## src/pssd_pkg.sv

```systemverilog
// Purpose: constants for the soft-strap default block
// Assumes: 25 MHz clock, 32-bit APB
// Notes: offsets are byte addresses
package pssd_pkg;
    // register byte offsets
    localparam logic [7:0] STRAP_LATCHED = 8'h00;
    localparam logic [7:0] STRAP_OVERRIDE = 8'h04;
    localparam logic [7:0] STRAP_EFFECTIVE = 8'h08;
    localparam logic [7:0] CONTROL = 8'h0c;
    localparam logic [7:0] PORT1_FLOW = 8'h10;
    localparam logic [7:0] PORT1_BASIC = 8'h14;
    localparam logic [7:0] PORT1_ADV = 8'h18;
    localparam logic [7:0] PORT1_MODES = 8'h1c;
    localparam logic [7:0] PORT2_BASIC = 8'h20;
    localparam logic [7:0] PORT2_ADV = 8'h24;
    localparam logic [7:0] PORT2_MODES = 8'h28;
    localparam logic [7:0] HW_CONFIG = 8'h2c;
    localparam logic [7:0] PORT2_XOVER = 8'h30;
    // strap vector bit positions
    localparam int S_P1_RATE = 0;
    localparam int S_P1_DUPLEX = 1;
    localparam int S_P1_BP = 2;
    localparam int S_P1_PAUSE = 3;
    localparam int S_P1_FORCED = 4;
    localparam int S_P2_AUTOX = 5;
    localparam int S_P2_MANX = 6;
    localparam int S_P2_AN = 7;
    localparam int S_P2_RATE = 8;
    localparam int STRAP_W = 9;
    // tie-off defaults; bit 5 comes from its pin
    localparam logic [8:0] STRAP_TIEOFF = 9'h18f;
    // target register field positions
    localparam int F_BP = 0;
    localparam int F_TXP = 1;
    localparam int F_RXP = 2;
    localparam int F_MANFC = 3;
    localparam int F_DUPLEX = 8;
    localparam int F_AN = 12;
    localparam int F_RATE = 13;
    localparam int F_ADV10H = 5;
    localparam int F_ADV10F = 6;
    localparam int F_SYMP = 10;
    localparam int F_ASYMP = 11;
    localparam int F_AUTOX = 0;
    localparam int F_XSEL = 0;
    localparam int F_XOUT = 1;
    // control register bits (self-clearing commands)
    localparam int C_DIG_RST = 0;
    localparam int C_RELOAD = 1;
endpackage

```

## src/pssd_defaults.sv

```systemverilog
// Purpose: derive register reset defaults for one port from its straps
// Assumes: straps already latched
// Notes: instantiated once per PHY port
`timescale 1ns/100ps
module pssd_defaults (
    input wire logic rate,
    input wire logic duplex,
    input wire logic autoneg,
    input wire logic pause,
    input wire logic forced,
    output logic [15:0] basic_default,
    output logic [15:0] adv_default,
    output logic [2:0] mode_default
);
    always_comb begin
        basic_default = 16'h0000;
        basic_default[pssd_pkg::F_RATE] = rate;
        basic_default[pssd_pkg::F_DUPLEX] = duplex;
        basic_default[pssd_pkg::F_AN] = autoneg;
        adv_default = 16'h0000;
        // 10 Mb half ability always set; full ability set by duplex or rate
        adv_default[pssd_pkg::F_ADV10H] = 1'b1;
        adv_default[pssd_pkg::F_ADV10F] = duplex | rate;
        // pause advertisement from manual and full-duplex flow control
        adv_default[pssd_pkg::F_SYMP] = forced ? pause : 1'b1;
        adv_default[pssd_pkg::F_ASYMP] = forced ? 1'b0 : pause;
        mode_default = {autoneg, rate, duplex};
    end
endmodule // pssd_defaults

```

## src/pssd_top.sv

```systemverilog
// Purpose: soft-strap latch and default loader for PHY ports 1 and 2
// Assumes: APB register access, synchronous reset
// Notes: straps feed target registers on each reset of those registers
// Operation
// port 1 rate strap defaults to 1 and sets speed LSB, mode field and 10 Mb abilities; here it sets only 10 Mb full, 10 Mb half is always set.
// port 1 duplex strap defaults to 1 and sets duplex bit, mode field and 10 Mb full ability.
// port 1 backpressure strap defaults to 1 and loads the backpressure enable bit.
// port 1 pause strap defaults to 1 and loads both pause enables, shaping asymmetric pause.
// port 1 manual flow strap defaults to 0, loads the manual select and shapes pause ads.
// port 2 auto crossover strap comes from its pin into the hardware config register.
// with auto crossover low and strap use selected, manual strap 0 is straight, 1 crossed.
// port 2 negotiation strap defaults to 1 and loads the negotiation enable bit.
// port 2 rate strap defaults to 1 and sets speed LSB, 10 Mb abilities and mode field; port 2 duplex is tied to 1, so both 10 Mb abilities stay set.
// straps are captured on power-on or pin reset and replaced by eeprom loader values.
// digital reset or reload without eeprom restores latched values without resampling.
// strap defaults load whenever target registers reset; writes hold until the next one.
//
// The placing of the registers and the APB interface to the registers were chosen for this implementation.
`timescale 1ns/100ps
module pssd_top (
    input wire logic clock,
    input wire logic sys_rst,
    input wire logic auto_crossover_pin,
    input wire logic eeprom_valid,
    input wire logic eeprom_load,
    input wire logic [8:0] eeprom_straps,
    input wire logic psel,
    input wire logic penable,
    input wire logic pwrite,
    input wire logic [7:0] paddr,
    input wire logic [31:0] pwdata,
    output logic [31:0] prdata,
    output logic pready,
    output logic pslverr,
    output logic port2_crossed
);
    localparam int W = pssd_pkg::STRAP_W;

    logic [W-1:0] latched, next_latched;
    logic [W-1:0] eff, next_eff;
    logic [15:0] p1_flow, next_p1_flow;
    logic [15:0] p1_basic, next_p1_basic;
    logic [15:0] p1_adv, next_p1_adv;
    logic [2:0] p1_mode, next_p1_mode;
    logic [15:0] p2_basic, next_p2_basic;
    logic [15:0] p2_adv, next_p2_adv;
    logic [2:0] p2_mode, next_p2_mode;
    logic [1:0] xover, next_xover;
    logic pin_rst_d, next_pin_rst_d;
    logic [15:0] d1_basic, d1_adv, d2_basic, d2_adv;
    logic [2:0] d1_mode, d2_mode;
    logic wr, rd, soft_rst, reload, reg_reset;

    // defaults follow next_eff so a reload applies the new straps on the same edge
    pssd_defaults u_port1 (
        .rate(next_eff[pssd_pkg::S_P1_RATE]),
        .duplex(next_eff[pssd_pkg::S_P1_DUPLEX]),
        .autoneg(1'b1),
        .pause(next_eff[pssd_pkg::S_P1_PAUSE]),
        .forced(next_eff[pssd_pkg::S_P1_FORCED]),
        .basic_default(d1_basic),
        .adv_default(d1_adv),
        .mode_default(d1_mode)
    );

    // port 2 duplex and flow straps are outside this block, tied to their defaults
    pssd_defaults u_port2 (
        .rate(next_eff[pssd_pkg::S_P2_RATE]),
        .duplex(1'b1),
        .autoneg(next_eff[pssd_pkg::S_P2_AN]),
        .pause(1'b1),
        .forced(1'b0),
        .basic_default(d2_basic),
        .adv_default(d2_adv),
        .mode_default(d2_mode)
    );

    assign wr = psel & penable & pwrite;
    assign rd = psel & ~penable & ~pwrite;
    // control bits act only in the write access cycle and read back as zero
    assign soft_rst = wr & (paddr == pssd_pkg::CONTROL) & pwdata[pssd_pkg::C_DIG_RST];
    assign reload = wr & (paddr == pssd_pkg::CONTROL) & pwdata[pssd_pkg::C_RELOAD];
    // every register answers at once, so no wait states
    assign pready = 1'b1;

    // pin capture happens one cycle after reset release
    always_comb begin
        next_pin_rst_d = 1'b0;
        next_latched = latched;
        if (pin_rst_d) begin
            next_latched = pssd_pkg::STRAP_TIEOFF;
            next_latched[pssd_pkg::S_P2_AUTOX] = auto_crossover_pin;
        end
    end

    // an eeprom load wins over a digital reset or reload in the same cycle
    always_comb begin
        next_eff = eff;
        reg_reset = pin_rst_d | soft_rst | reload;
        if (pin_rst_d) begin
            next_eff = next_latched;
        end else if ((soft_rst | reload) && !eeprom_valid) begin
            next_eff = latched;
        end
        if (eeprom_load && eeprom_valid) begin
            next_eff = eeprom_straps;
            reg_reset = 1'b1;
        end
    end

    // target registers: loaded from strap defaults on reset, else software
    always_comb begin
        next_p1_flow = p1_flow;
        next_p1_basic = p1_basic;
        next_p1_adv = p1_adv;
        next_p1_mode = p1_mode;
        next_p2_basic = p2_basic;
        next_p2_adv = p2_adv;
        next_p2_mode = p2_mode;
        next_xover = xover;
        if (reg_reset) begin
            next_p1_flow = 16'h0000;
            next_p1_flow[pssd_pkg::F_BP] = next_eff[pssd_pkg::S_P1_BP];
            next_p1_flow[pssd_pkg::F_TXP] = next_eff[pssd_pkg::S_P1_PAUSE];
            next_p1_flow[pssd_pkg::F_RXP] = next_eff[pssd_pkg::S_P1_PAUSE];
            next_p1_flow[pssd_pkg::F_MANFC] = next_eff[pssd_pkg::S_P1_FORCED];
            next_p1_basic = d1_basic;
            next_p1_adv = d1_adv;
            next_p1_mode = d1_mode;
            next_p2_basic = d2_basic;
            next_p2_adv = d2_adv;
            next_p2_mode = d2_mode;
            next_xover = 2'h0;
        end else if (wr) begin
            // writes to read-only or unmapped offsets are dropped
            case (paddr)
                pssd_pkg::PORT1_FLOW: next_p1_flow = pwdata[15:0];
                pssd_pkg::PORT1_BASIC: next_p1_basic = pwdata[15:0];
                pssd_pkg::PORT1_ADV: next_p1_adv = pwdata[15:0];
                pssd_pkg::PORT1_MODES: next_p1_mode = pwdata[2:0];
                pssd_pkg::PORT2_BASIC: next_p2_basic = pwdata[15:0];
                pssd_pkg::PORT2_ADV: next_p2_adv = pwdata[15:0];
                pssd_pkg::PORT2_MODES: next_p2_mode = pwdata[2:0];
                pssd_pkg::PORT2_XOVER: next_xover[pssd_pkg::F_XSEL] = pwdata[0];
                default: next_xover = xover;
            endcase
        end

        // crossover choice: strap use selected and auto strap low
        if (next_xover[pssd_pkg::F_XSEL] && !eff[pssd_pkg::S_P2_AUTOX]) begin
            next_xover[pssd_pkg::F_XOUT] = eff[pssd_pkg::S_P2_MANX];
        end else begin
            next_xover[pssd_pkg::F_XOUT] = 1'b0;
        end
    end

    // reset values only hold until the pin capture cycle after release
    always_ff @(posedge clock) begin
        if (sys_rst) begin
            pin_rst_d <= 1'b1;
            latched <= pssd_pkg::STRAP_TIEOFF;
            eff <= pssd_pkg::STRAP_TIEOFF;
            p1_flow <= 16'h0000;
            p1_basic <= 16'h0000;
            p1_adv <= 16'h0000;
            p1_mode <= 3'h0;
            p2_basic <= 16'h0000;
            p2_adv <= 16'h0000;
            p2_mode <= 3'h0;
            xover <= 2'h0;
        end else begin
            pin_rst_d <= next_pin_rst_d;
            latched <= next_latched;
            eff <= next_eff;
            p1_flow <= next_p1_flow;
            p1_basic <= next_p1_basic;
            p1_adv <= next_p1_adv;
            p1_mode <= next_p1_mode;
            p2_basic <= next_p2_basic;
            p2_adv <= next_p2_adv;
            p2_mode <= next_p2_mode;
            xover <= next_xover;
        end
    end

    // registered, so the pin never glitches while software writes the select
    assign port2_crossed = xover[pssd_pkg::F_XOUT];

    // read data and error taken in the setup cycle and registered,
    // so both stand through the access cycle with no wait state
    logic [31:0] rdata, next_prdata;
    logic next_err;
    always_comb begin
        rdata = 32'h00000000;
        next_err = 1'b0;
        case (paddr)
            pssd_pkg::STRAP_LATCHED: rdata = {23'h000000, latched};
            pssd_pkg::STRAP_EFFECTIVE: rdata = {23'h000000, eff};
            pssd_pkg::STRAP_OVERRIDE: rdata = {31'h00000000, eeprom_valid};
            pssd_pkg::CONTROL: rdata = 32'h00000000;
            pssd_pkg::PORT1_FLOW: rdata = {16'h0000, p1_flow};
            pssd_pkg::PORT1_BASIC: rdata = {16'h0000, p1_basic};
            pssd_pkg::PORT1_ADV: rdata = {16'h0000, p1_adv};
            pssd_pkg::PORT1_MODES: rdata = {29'h00000000, p1_mode};
            pssd_pkg::PORT2_BASIC: rdata = {16'h0000, p2_basic};
            pssd_pkg::PORT2_ADV: rdata = {16'h0000, p2_adv};
            pssd_pkg::PORT2_MODES: rdata = {29'h00000000, p2_mode};
            pssd_pkg::HW_CONFIG: rdata = {31'h00000000, eff[pssd_pkg::S_P2_AUTOX]};
            pssd_pkg::PORT2_XOVER: rdata = {30'h00000000, xover};
            default: next_err = psel & ~penable;
        endcase
        next_prdata = rd ? rdata : 32'h00000000;
    end

    always_ff @(posedge clock) begin
        if (sys_rst) begin
            prdata <= 32'h00000000;
            pslverr <= 1'b0;
        end else begin
            prdata <= next_prdata;
            pslverr <= next_err;
        end
    end
endmodule // pssd_top

```

## config.mk

```make
export PLATFORM = sky130hd
export DESIGN_NAME = pssd_top
export DESIGN_NICKNAME = d
export VERILOG_FILES = /design/src/pssd_pkg.sv /design/src/pssd_defaults.sv /design/src/pssd_top.sv
export SDC_FILE = /design/constraint.sdc
export NUM_CORES = 1
export LEC_CHECK = 0
export BUFFER_PORTS_ARGS = -buffer_cell sky130_fd_sc_hd__buf_2
export CORE_ASPECT_RATIO = 0.8
export CORE_MARGIN = 2
export CORE_UTILIZATION = 30
export CTS_CLUSTER_SIZE = 8
export DETAILED_ROUTE_END_ITERATION = 10
export PLACE_DENSITY = 0.58
export SYNTH_ARGS = -nofsm -noshare
export SYNTH_HDL_FRONTEND = slang
export SYNTH_SLANG_ARGS = --single-unit
```

## constraint.sdc

```tcl
create_clock -name clock -period 2.3 [get_ports clock]
set_clock_uncertainty 0.05 [all_clocks]
set_input_delay 0.345 -clock clock [delete_from_list [all_inputs] [get_ports clock]]
set_output_delay 0.345 -clock clock [all_outputs]
set_load 0.02 [all_outputs]
```

Yosys cells after proc, flatten, opt, wreduce, memory -nomap -nowiden
Cells that the tools add are included.
- $add $sub $neg: 0
- multiply operators: 0
- div/mod/pow operators: 0
- $lt $le $gt $ge: 0
- equal/unequal tests: 12
- shift-type cells: 0
- multiplexer cells: 33
- bitwise operators: 15
- reduce and logical (&&, ||, !) cells: 31
- operators with widths (operator ; number):
    16-bit one-hot mux with 12 select lines ; 1
    14-bit two-way mux ; 6
    12-bit two-way mux ; 6
    8-bit by 6-bit == test with 1-bit output (second input constant) ; 5
    9-bit two-way mux ; 4
    8-bit by 5-bit == test with 1-bit output (second input constant) ; 4
    2-bit AND reduction ; 12
    3-bit two-way mux ; 6
    8-bit by 4-bit == test with 1-bit output (second input constant) ; 2
    2-bit nonzero test ; 8
    14-bit OR reduction ; 1
    4-bit two-way mux ; 3
    8-bit by 3-bit == test with 1-bit output (second input constant) ; 1
    8-bit zero test ; 1
    1-bit AND ; 7
    1-bit two-way mux ; 7
    2-bit OR reduction ; 3
    1-bit inverter ; 4
    1-bit bitwise OR ; 4
    1-bit logical AND ; 3
    3-bit nonzero test ; 1
    1-bit zero test ; 2
- register bits: 140
- latch bits: 0
- bits in writable memories: 0
- ROM bits: 0
- bits of input ports: 57
- output and inout port bits: 35
- word-level logic and storage cells: 111
- memories kept: 0

Logic depth before layout (Yosys ltp)
Gate-level depths: netlist of the first run.
- word-level depth: 11
- gate-level depth with buffers: 9
- mapped depth without buffers: 5

Modules after synthesis
From an unflattened synthesis of the first run, not the netlist that was laid out.
- cell total of the unflattened synthesis: 790
- area total of the unflattened synthesis: 6740.2 um^2
- modules (own cells, without submodules) (module ; instances ; cells each ; area an instance (um^2) ; seq. area each (um^2)):
    pssd_top ; 1 ; 716 ; 6207.2 ; 2482.4
    pssd_defaults ; 2 ; 37 ; 266.5 ; 0.0

Least setup slack after synthesis of the first run
No wires, ideal clock.
- path kind: input-to-reg
- from: input paddr[7]
- to: register p1_adv[0]
- data arrival time: 1.780 ns
- required time: 2.130 ns
- setup slack: 0.350 ns
- stages on the path: 9
- buffers on the path: 4
- path through: nor4_1 > buf_2 > o2111ai_1 > and2_1 > buf_2 > nand2b_1 > buf_2 > buf_2 > a21oi_1
- longest elaborated chain between the ends: 7
- RTL lines (element ; line ; source):
    from (decl) ; pssd_top.sv:30 ; input wire logic [7:0] paddr,
    8-bit by 4-bit == test with 1-bit output ; pssd_top.sv:81, pssd_top.sv:82 ;
    1-bit AND ; pssd_top.sv:81, pssd_top.sv:82 ;
    1-bit AND ; pssd_top.sv:81 ; assign soft_rst = wr & (paddr == pssd_pkg::CONTROL) & pwdata[pssd_pkg::C_DIG_RST];
    1-bit bitwise OR (2 in series) ; pssd_top.sv:99 ; reg_reset = pin_rst_d | soft_rst | reload;
    1-bit two-way mux ; pssd_top.sv:105 ; if (eeprom_load && eeprom_valid) begin
    2-bit OR reduction (no source line) ; n/a ;
    to (signal assigned) ; pssd_top.sv:177 ; p1_adv <= next_p1_adv;
    to (decl) ; pssd_top.sv:43 ; logic [15:0] p1_adv, next_p1_adv;
Parallel ways exist; a longest one is shown, timed or not.
A chain may end at the register's enable or synchronous reset.

Worst setup path in the final report of the first run
- from: register pin_rst_d
- to: register xover[1]
- longest elaborated chain between the ends: 7
- RTL lines (element ; line ; source):
    from (decl) ; pssd_top.sv:49 ; logic pin_rst_d, next_pin_rst_d;
    from (signal assigned) ; pssd_top.sv:172 ; pin_rst_d <= next_pin_rst_d;
    1-bit bitwise OR (2 in series) ; pssd_top.sv:99 ;
    1-bit two-way mux ; pssd_top.sv:105 ;
    1-bit two-way mux ; pssd_top.sv:121 ; if (reg_reset) begin
    1-bit logical AND ; pssd_top.sv:150 ; if (next_xover[pssd_pkg::F_XSEL] && !eff[pssd_pkg::S_P2_AUTOX]) begin
    1-bit inverter (no source line) ; n/a ;
    2-bit OR reduction (no source line) ; n/a ;
    to (signal assigned) ; pssd_top.sv:182 ; xover <= next_xover;
    to (decl) ; pssd_top.sv:48 ; logic [1:0] xover, next_xover;
No other way between the ends.

==> impl_results.md, run 1 <==
- Outcome: finished, final reports clean
- Synth Area in Adders: 0%
- Antenna diodes: 0
- Top FF cell, synth: dfxtp_1
- Hold_ws: 0.148 ns
- Final nets: 772
- Critical path's slowest cell: and2_1
- First-pass GRT wire length: 27200 µm
- Main combinational cell family by area after synthesis: compound AO/OA/AOI/OAI gates
- DR vias/cell: 5.24
- Die X: 153 µm
- Req. time, crit path: around 2.6 ns
- Final setup vio count: 0
- Yosys synthesis warning count: 0
- Antenna violations before repair: 0
- Final Hold Vio Count: 0
- Syn avg cell area: around 8.4 µm²
- GPL Wtd Cong: 0.879
- Worst Setup Start Kind: register
- Compound-gate portion of the synthesized area: a little under a quarter
- Final wirelength: roughly 17000 µm
- Worst R2R End: xover[1]
- HP Start: auto_crossover_pin
- Clk sink count: 124
- Inserted Clock Buffers: 17
- # rows: 43
- Cell taking the most area after synthesis: dfxtp_1
- # resized after CTS: 0
- Area delta synth->final: 24.4%
- Routed Antenna Nets: 0
- Multi-input logic area: between 2000 and 3000 µm²
- Post-CTS Hold Buffers: 0
- Crit path DAT: 2.08 ns
- Critical path class: reg2reg
- Grt ovf: 0
- Crit path cell chain: a21oi_1 -> and2_1 -> nand2b_2 -> buf_4 -> nor4b_1
- Place WS: roughly 0.09 ns
- Via count of the first global-routing pass: 4759
- # IOs: 92
- Critical R2R Launch: pin_rst_d
- Post-synth EDFFs: 0
- CTS tree: done
- Post-Synthesis Cells: 637
- RSZ-0062 raised after global routing: false
- Worst R2R Setup Slack: 0.47 ns
- Initial Util: 30.8%
- CP endpoint kind: register
- Hold path cells: 3
- CTS H-tree depth: 4
- Crit path from: pin_rst_d
- Final min period: 1.83 ns
- Slowest stage delay, CP: 0.36 ns
- Period utilization: 79.6%
- Initial drt markers: 552
- Tightest Hold Check Type: in2reg
- DRC viols: 0
- Commonest cells post-synth: nand2_1 (163), dfxtp_1 (124), a21oi_1 (90)
- First-pass DRT Iterations: 5
- Setup TNS: 0 ns
- Root Buffer: clkbuf_16
- Leak: 2.48 nW
- Top-count cell post-synth: nand2_1
- Post-Syn Area: 5350 µm²
- Largest net degree at the start of global routing: 52
- Crit-path max FO: 6
- Setup bufs post-CTS: 0
- Fillcell total: 1802
- Main area contributors after synthesis: dfxtp_1 (46%), nand2_1 (11%), a21oi_1 (8.4%)
- Hold worst-path end: latched[5]
- Max Slew Vio Count: 0
- Fin worst setup slack: ~0.47 ns
- Sequential area share after synthesis: between 40% and 50%
- R2R cell count: 5
- Register Area: 2480 µm²
- Routed via count: 4987
- Gr usage total: 18.8%
- CTS max path bufs: 2
- Layout cells sized above 1: 21.3%
- Post-DP HPWL: between 10000 and 15000 µm
- #FFs+latches synth: 124
- Area share of the largest cell type after synthesis: between 40% and 50%
- Core Area: around 17000 µm²
- Multiplexer share of the synthesized area: around 2.6%
- Asr flop ratio synth: 0%
- Distinct cells, synth: 54
- Simple logic cell fraction of the synthesized area: about a fifth
- Die height: 123 µm
- IO Port Bufs: 58
- Power Dens Cells: approximately 770 nW/µm²
- Peak VDD IR: 0.487 mV
- Synth Area in XOR/XNOR: 0%
- Reg clk slew, reported paths: roughly 0.060 ns
- Clk Latency, worst-skew pair: approximately 0.42 ns
- Peak Freq: approximately 550 MHz
- Max cap viols: 0
- Full die area: 18900 µm²
- Routed len/inst: 18.1 µm
cell usage in the layout (no fill, tap or decap), drive strengths merged, types with 3 or more instances in the layout:
cell / Yosys / layout
nand2: 163 / 163
dfxtp: 124 / 124
buf: 43 / 114
a21oi: 90 / 90
clkbuf: 27 / 25
conb: 2 / 17
nor2: 16 / 16
a222oi: 16 / 16
and2: 14 / 14
mux2i: 13 / 13
a31oi: 13 / 13
a22o: 13 / 13
a22oi: 10 / 10
a221oi: 10 / 10
or3: 8 / 8
nand3: 7 / 7
nand2b: 6 / 6
and3: 5 / 5
a211oi: 4 / 4
nor3: 4 / 4
o21ai: 4 / 4
nor4b: 4 / 4
a31o: 4 / 4
a21o: 3 / 3
a41oi: 3 / 3
a32oi: 3 / 3
o22ai: 3 / 3
clkinv: 0 / 3
nor3b: 3 / 3
per-layer routing:
metal / track usage [%] / vias up / routed length (µm) / share of wire, %
li1: - / 2385 / - / -
met1: 26.6 / 2413 / 8380 / 49
met2: 28.2 / 173 / 7570 / 44
met3: 4.77 / 16 / 1080 / 6.3
met4: 5.67 / 0 / 216 / 1.3
met5: 0 / - / 0 / 0
worst max path at each step:
stage / end / slack [ns]
CTS: xover[1] / 0.48
global placement: p1_adv[10] / 0.11
global route: p1_flow[2] / 0.33
floorplan: p1_adv[0] / 0.35
finish: xover[1] / 0.47
detailed placement: p1_basic[12] / 0.09
worst max-delay path: cells and delay by family, from the launching register on:
kind / cells / cell delay [ns]
AOI/OAI and AO/OA: 1 / 0.27
buffers and inverters: 1 / 0.19
DFF: 1 / 0.34
and+or+nand+nor: 3 / 0.87
report_power, final:
group / internal [W] / switching, W / total [W] / leakage, nW
clock network: 0.00162 / 0.000942 / 0.00256 / 0.275
logic: 0.000116 / 0.000204 / 0.000320 / 1.20
registers: 0.00219 / 0.0000315 / 0.00223 / 1.01
registers in the layout (all words and copies together) (netlist names):
signal     flops
p1_adv        16
p2_basic      16
pin_rst_d      1
xover          2
p2_adv        16
p1_flow       16
p1_basic      16
prdata        16
latched        9
p1_mode        3
p2_mode        3
eff            9
pslverr        1
per-stage QoR:
stage / area (µm²) / utilization [%] / cells / power, W
after detailed placement: 6090 / 35.0 / 921 / 0.00259
final: 6650 / 38.3 / 952 / 0.00511
after global placement: 6090 / 35.0 / 921 / 0.00258
after floorplan: 5410 / - / 652 / 0.00246
after global routing: 6650 / 38.3 / 952 / 0.00528
after CTS: 6650 / 38.3 / 952 / 0.00514
cell families after synthesis:
| group | count (synthesis) |
|---|---|
| AOI/OAI and AO/OA | 184 |
| buffers and inverters | 72 |
| DFF | 124 |
| muxes | 14 |
| other | 2 |
| and+or+nand+nor | 241 |
cell type report:
class                           count  share of cell area (%)
Clock inverter                      6                   0.903
Inverter                            2                   0.113
Multi-Input combinational cell    456                    38.4
Sequential cell                   124                    37.3
Timing Repair Buffer              114                    11.4
Tap cell                          225                    4.23
Clock buffer                       25                    7.60
Note: power is estimated with default switching activity, not from simulation.
==> run 2, diff against run 1 <==
--- a/config.mk
+++ b/config.mk
@@ -11,7 +11,7 @@
 export CORE_UTILIZATION = 30
 export CTS_CLUSTER_SIZE = 8
 export DETAILED_ROUTE_END_ITERATION = 10
-export PLACE_DENSITY = 0.58
+export PLACE_DENSITY = 0.6
 export SYNTH_ARGS = -nofsm -noshare
 export SYNTH_HDL_FRONTEND = slang
 export SYNTH_SLANG_ARGS = --single-unit
==> constraint.sdc (replaced) <==
create_clock -name clock -period 1.5 [get_ports clock]
set_clock_uncertainty 0.05 [all_clocks]
set_input_delay 0.225 -clock clock [delete_from_list [all_inputs] [get_ports clock]]
set_output_delay 0.225 -clock clock [all_outputs]
set_load 0.02 [all_outputs]
==> impl_results.md, run 2 (synthesis results as in run 1) <==
- Outcome: finished, final reports clean
- CTS H-tree depth: 4
- Inserted Clock Buffers: 17
- CTS max path bufs: 2
- Power share of the clock group: 52.0%
- GPL Wtd Cong: between 0.8 and 0.9
- Power Dens Cells: 1140 nW/µm²
- Commonest non-fill, non-tap cell in the layout: nand2_1
- Period utilization: a little over nine tenths
- First-pass GRT wire length: 28600 µm
- Multi-input logic area: approximately 2700 µm²
- Setup TNS: 0 ns
- Power share of the sequential group: 40.8%
- Pint: around 0.0065 W
- # rows: 43
- Final setup vio count: 0
- Routed via count: between 5000 and 6000
- Fillcell total: 1736
- Final Util: 42.3%
- Most frequent cells in the layout: nand2_1 (163), dfxtp_1 (124), buf_4 (101)
- CP endpoint kind: register
- Routed len/inst: 18.3 µm
- Initial Util: 30.8%
- Max Slew Vio Count: 0
- Antenna violations before repair: 0
- Cell count after placement: 969
- Combinational Power Share: 7.1%
- Post-route cell area: between 7000 and 8000 µm²
- Final cell count without fillers: 1009
- Area delta synth->final: 37.3%
- Worst Setup Start Kind: input pin
- # IOs: 92
- Post-DP HPWL: roughly 13000 µm
- Final wirelength: 18400 µm
- Die X: 153 µm
- Die height: 123 µm
- Gr usage total: 20.0%
- Via count of the first global-routing pass: 5041
- Crit-path max FO: 8
- Core Area: 17400 µm²
- Critical path class: in2reg
- Antenna diodes: 0
- Initial drt markers: around 470
- Final Hold Vio Count: 0
- DR vias/cell: 5.20
- IO Port Bufs: 58
- Peak Freq: just under 700 MHz
- Leak: 2.87 nW
- CTS tree: done
- Layout cells sized above 1: 29.6%
- Grt ovf: 0
- Final min period: 1.48 ns
- RSZ-0062 raised after global routing: true
- Tightest Hold Check Type: in2reg
- Crit path DAT: 1.76 ns
- Register Area: 2480 µm²
- Clk sink count: 124
- Peak VDD IR: 0.788 mV
- Area after DPL: between 6000 and 7000 µm²
- Final nets: 828
- Largest net degree at the start of global routing: 44
- Routed Antenna Nets: 0
- Switching share of power: 22.0%
- Max cap viols: 0
- Reg clk slew, reported paths: 0.05 ns
- First-pass DRT Iterations: 6
- Net Sw Power: 0.00184 W
- DRC viols: 0
- Full die area: 18900 µm²
- Root Buffer: clkbuf_16
- Req. time, crit path: 1.78 ns
- Clk Latency, worst-skew pair: 0.42 ns
==> run 2: changes by cell type in the layout (fill, tap and decap cells not counted), moves of 3 or more <==
| cell | previous run | this run |
|---|---|---|
| buf_6 | 0 | 5 |
| and2_1 | 11 | 8 |
| buf_4 | 52 | 101 |
| buf_12 | 4 | 7 |
| bufinv_16 | 1 | 4 |
| and2_2 | 0 | 3 |
==> run 2: worst max-delay path, cell delays in order <==
cell and delay, ns:
buf_12 0.11, nor4_4 0.34, and4_1 0.26, buf_6 0.16, or3_1 0.13, o211ai_1 0.09
buf_4 0.18, a221oi_2 0.25
==> run 2: layout make-up <==
cell class	instances	share of cell area (%)
multi-input combinational	456	36.7
clock inverter	7	1.84
timing repair buffer	170	17.2
clock buffer	25	6.61
tap	225	3.83
inverter	2	0.102
sequential	124	33.8
==> run 2: what timing repair did <==
item / CTS / global route
hold buffers: 0 / 0
pin swaps: 4 / 14
buffers inserted: 2 / 5
cloned: 0 / 1
setup endpoints to repair: 20 / 76
gates resized for setup: 8 / 27
==> run 2: path summary, 6_finish.rpt <==
| check | start | endpoint | slack [ns] | cells after the start |
|---|---|---|---|---|
| hold reg to reg | p2_basic[14] | p2_basic[14] | 0.40 | 2 |
| setup reg to reg | pin_rst_d | p1_adv[6] | 0.03 | 5 |
| setup / recovery | paddr[7] | p1_basic[13] | 0.02 | 8 |
| hold / removal | auto_crossover_pin | latched[5] | 0.02 | 3 |
==> run 2: power groups by stage <==
stage                     clock network (W)  logic, W  registers [W]
after global routing                0.00459  0.000642        0.00342
after CTS                           0.00442  0.000567        0.00341
after global placement                    0  0.000554        0.00348
after floorplan                           0  0.000346        0.00346
final                               0.00435  0.000597        0.00341
after detailed placement                  0  0.000556        0.00348
==> run 2: per-stage QoR <==
step	setup WS, ns	total power (W)	hold WS (ns)
final	0.0181	0.00837	0.0186
after global routing	-0.0609	0.00865	0.0287
after CTS	0.00642	0.00840	0.00686
after detailed placement	-0.499	0.00404	0.397
after global placement	-0.452	0.00404	0.392
after floorplan	-0.253	0.00381	0.203
==> run 2: layer usage <==
layer  share of wire [%]  vias to the layer above  GRT usage (%)
met1                  46                     2479           28.0
met4                 1.6                        0           6.66
li1                    -                     2516              -
met2                  45                      228           29.8
met3                 8.2                       27           5.29
met5                   0                        -              0
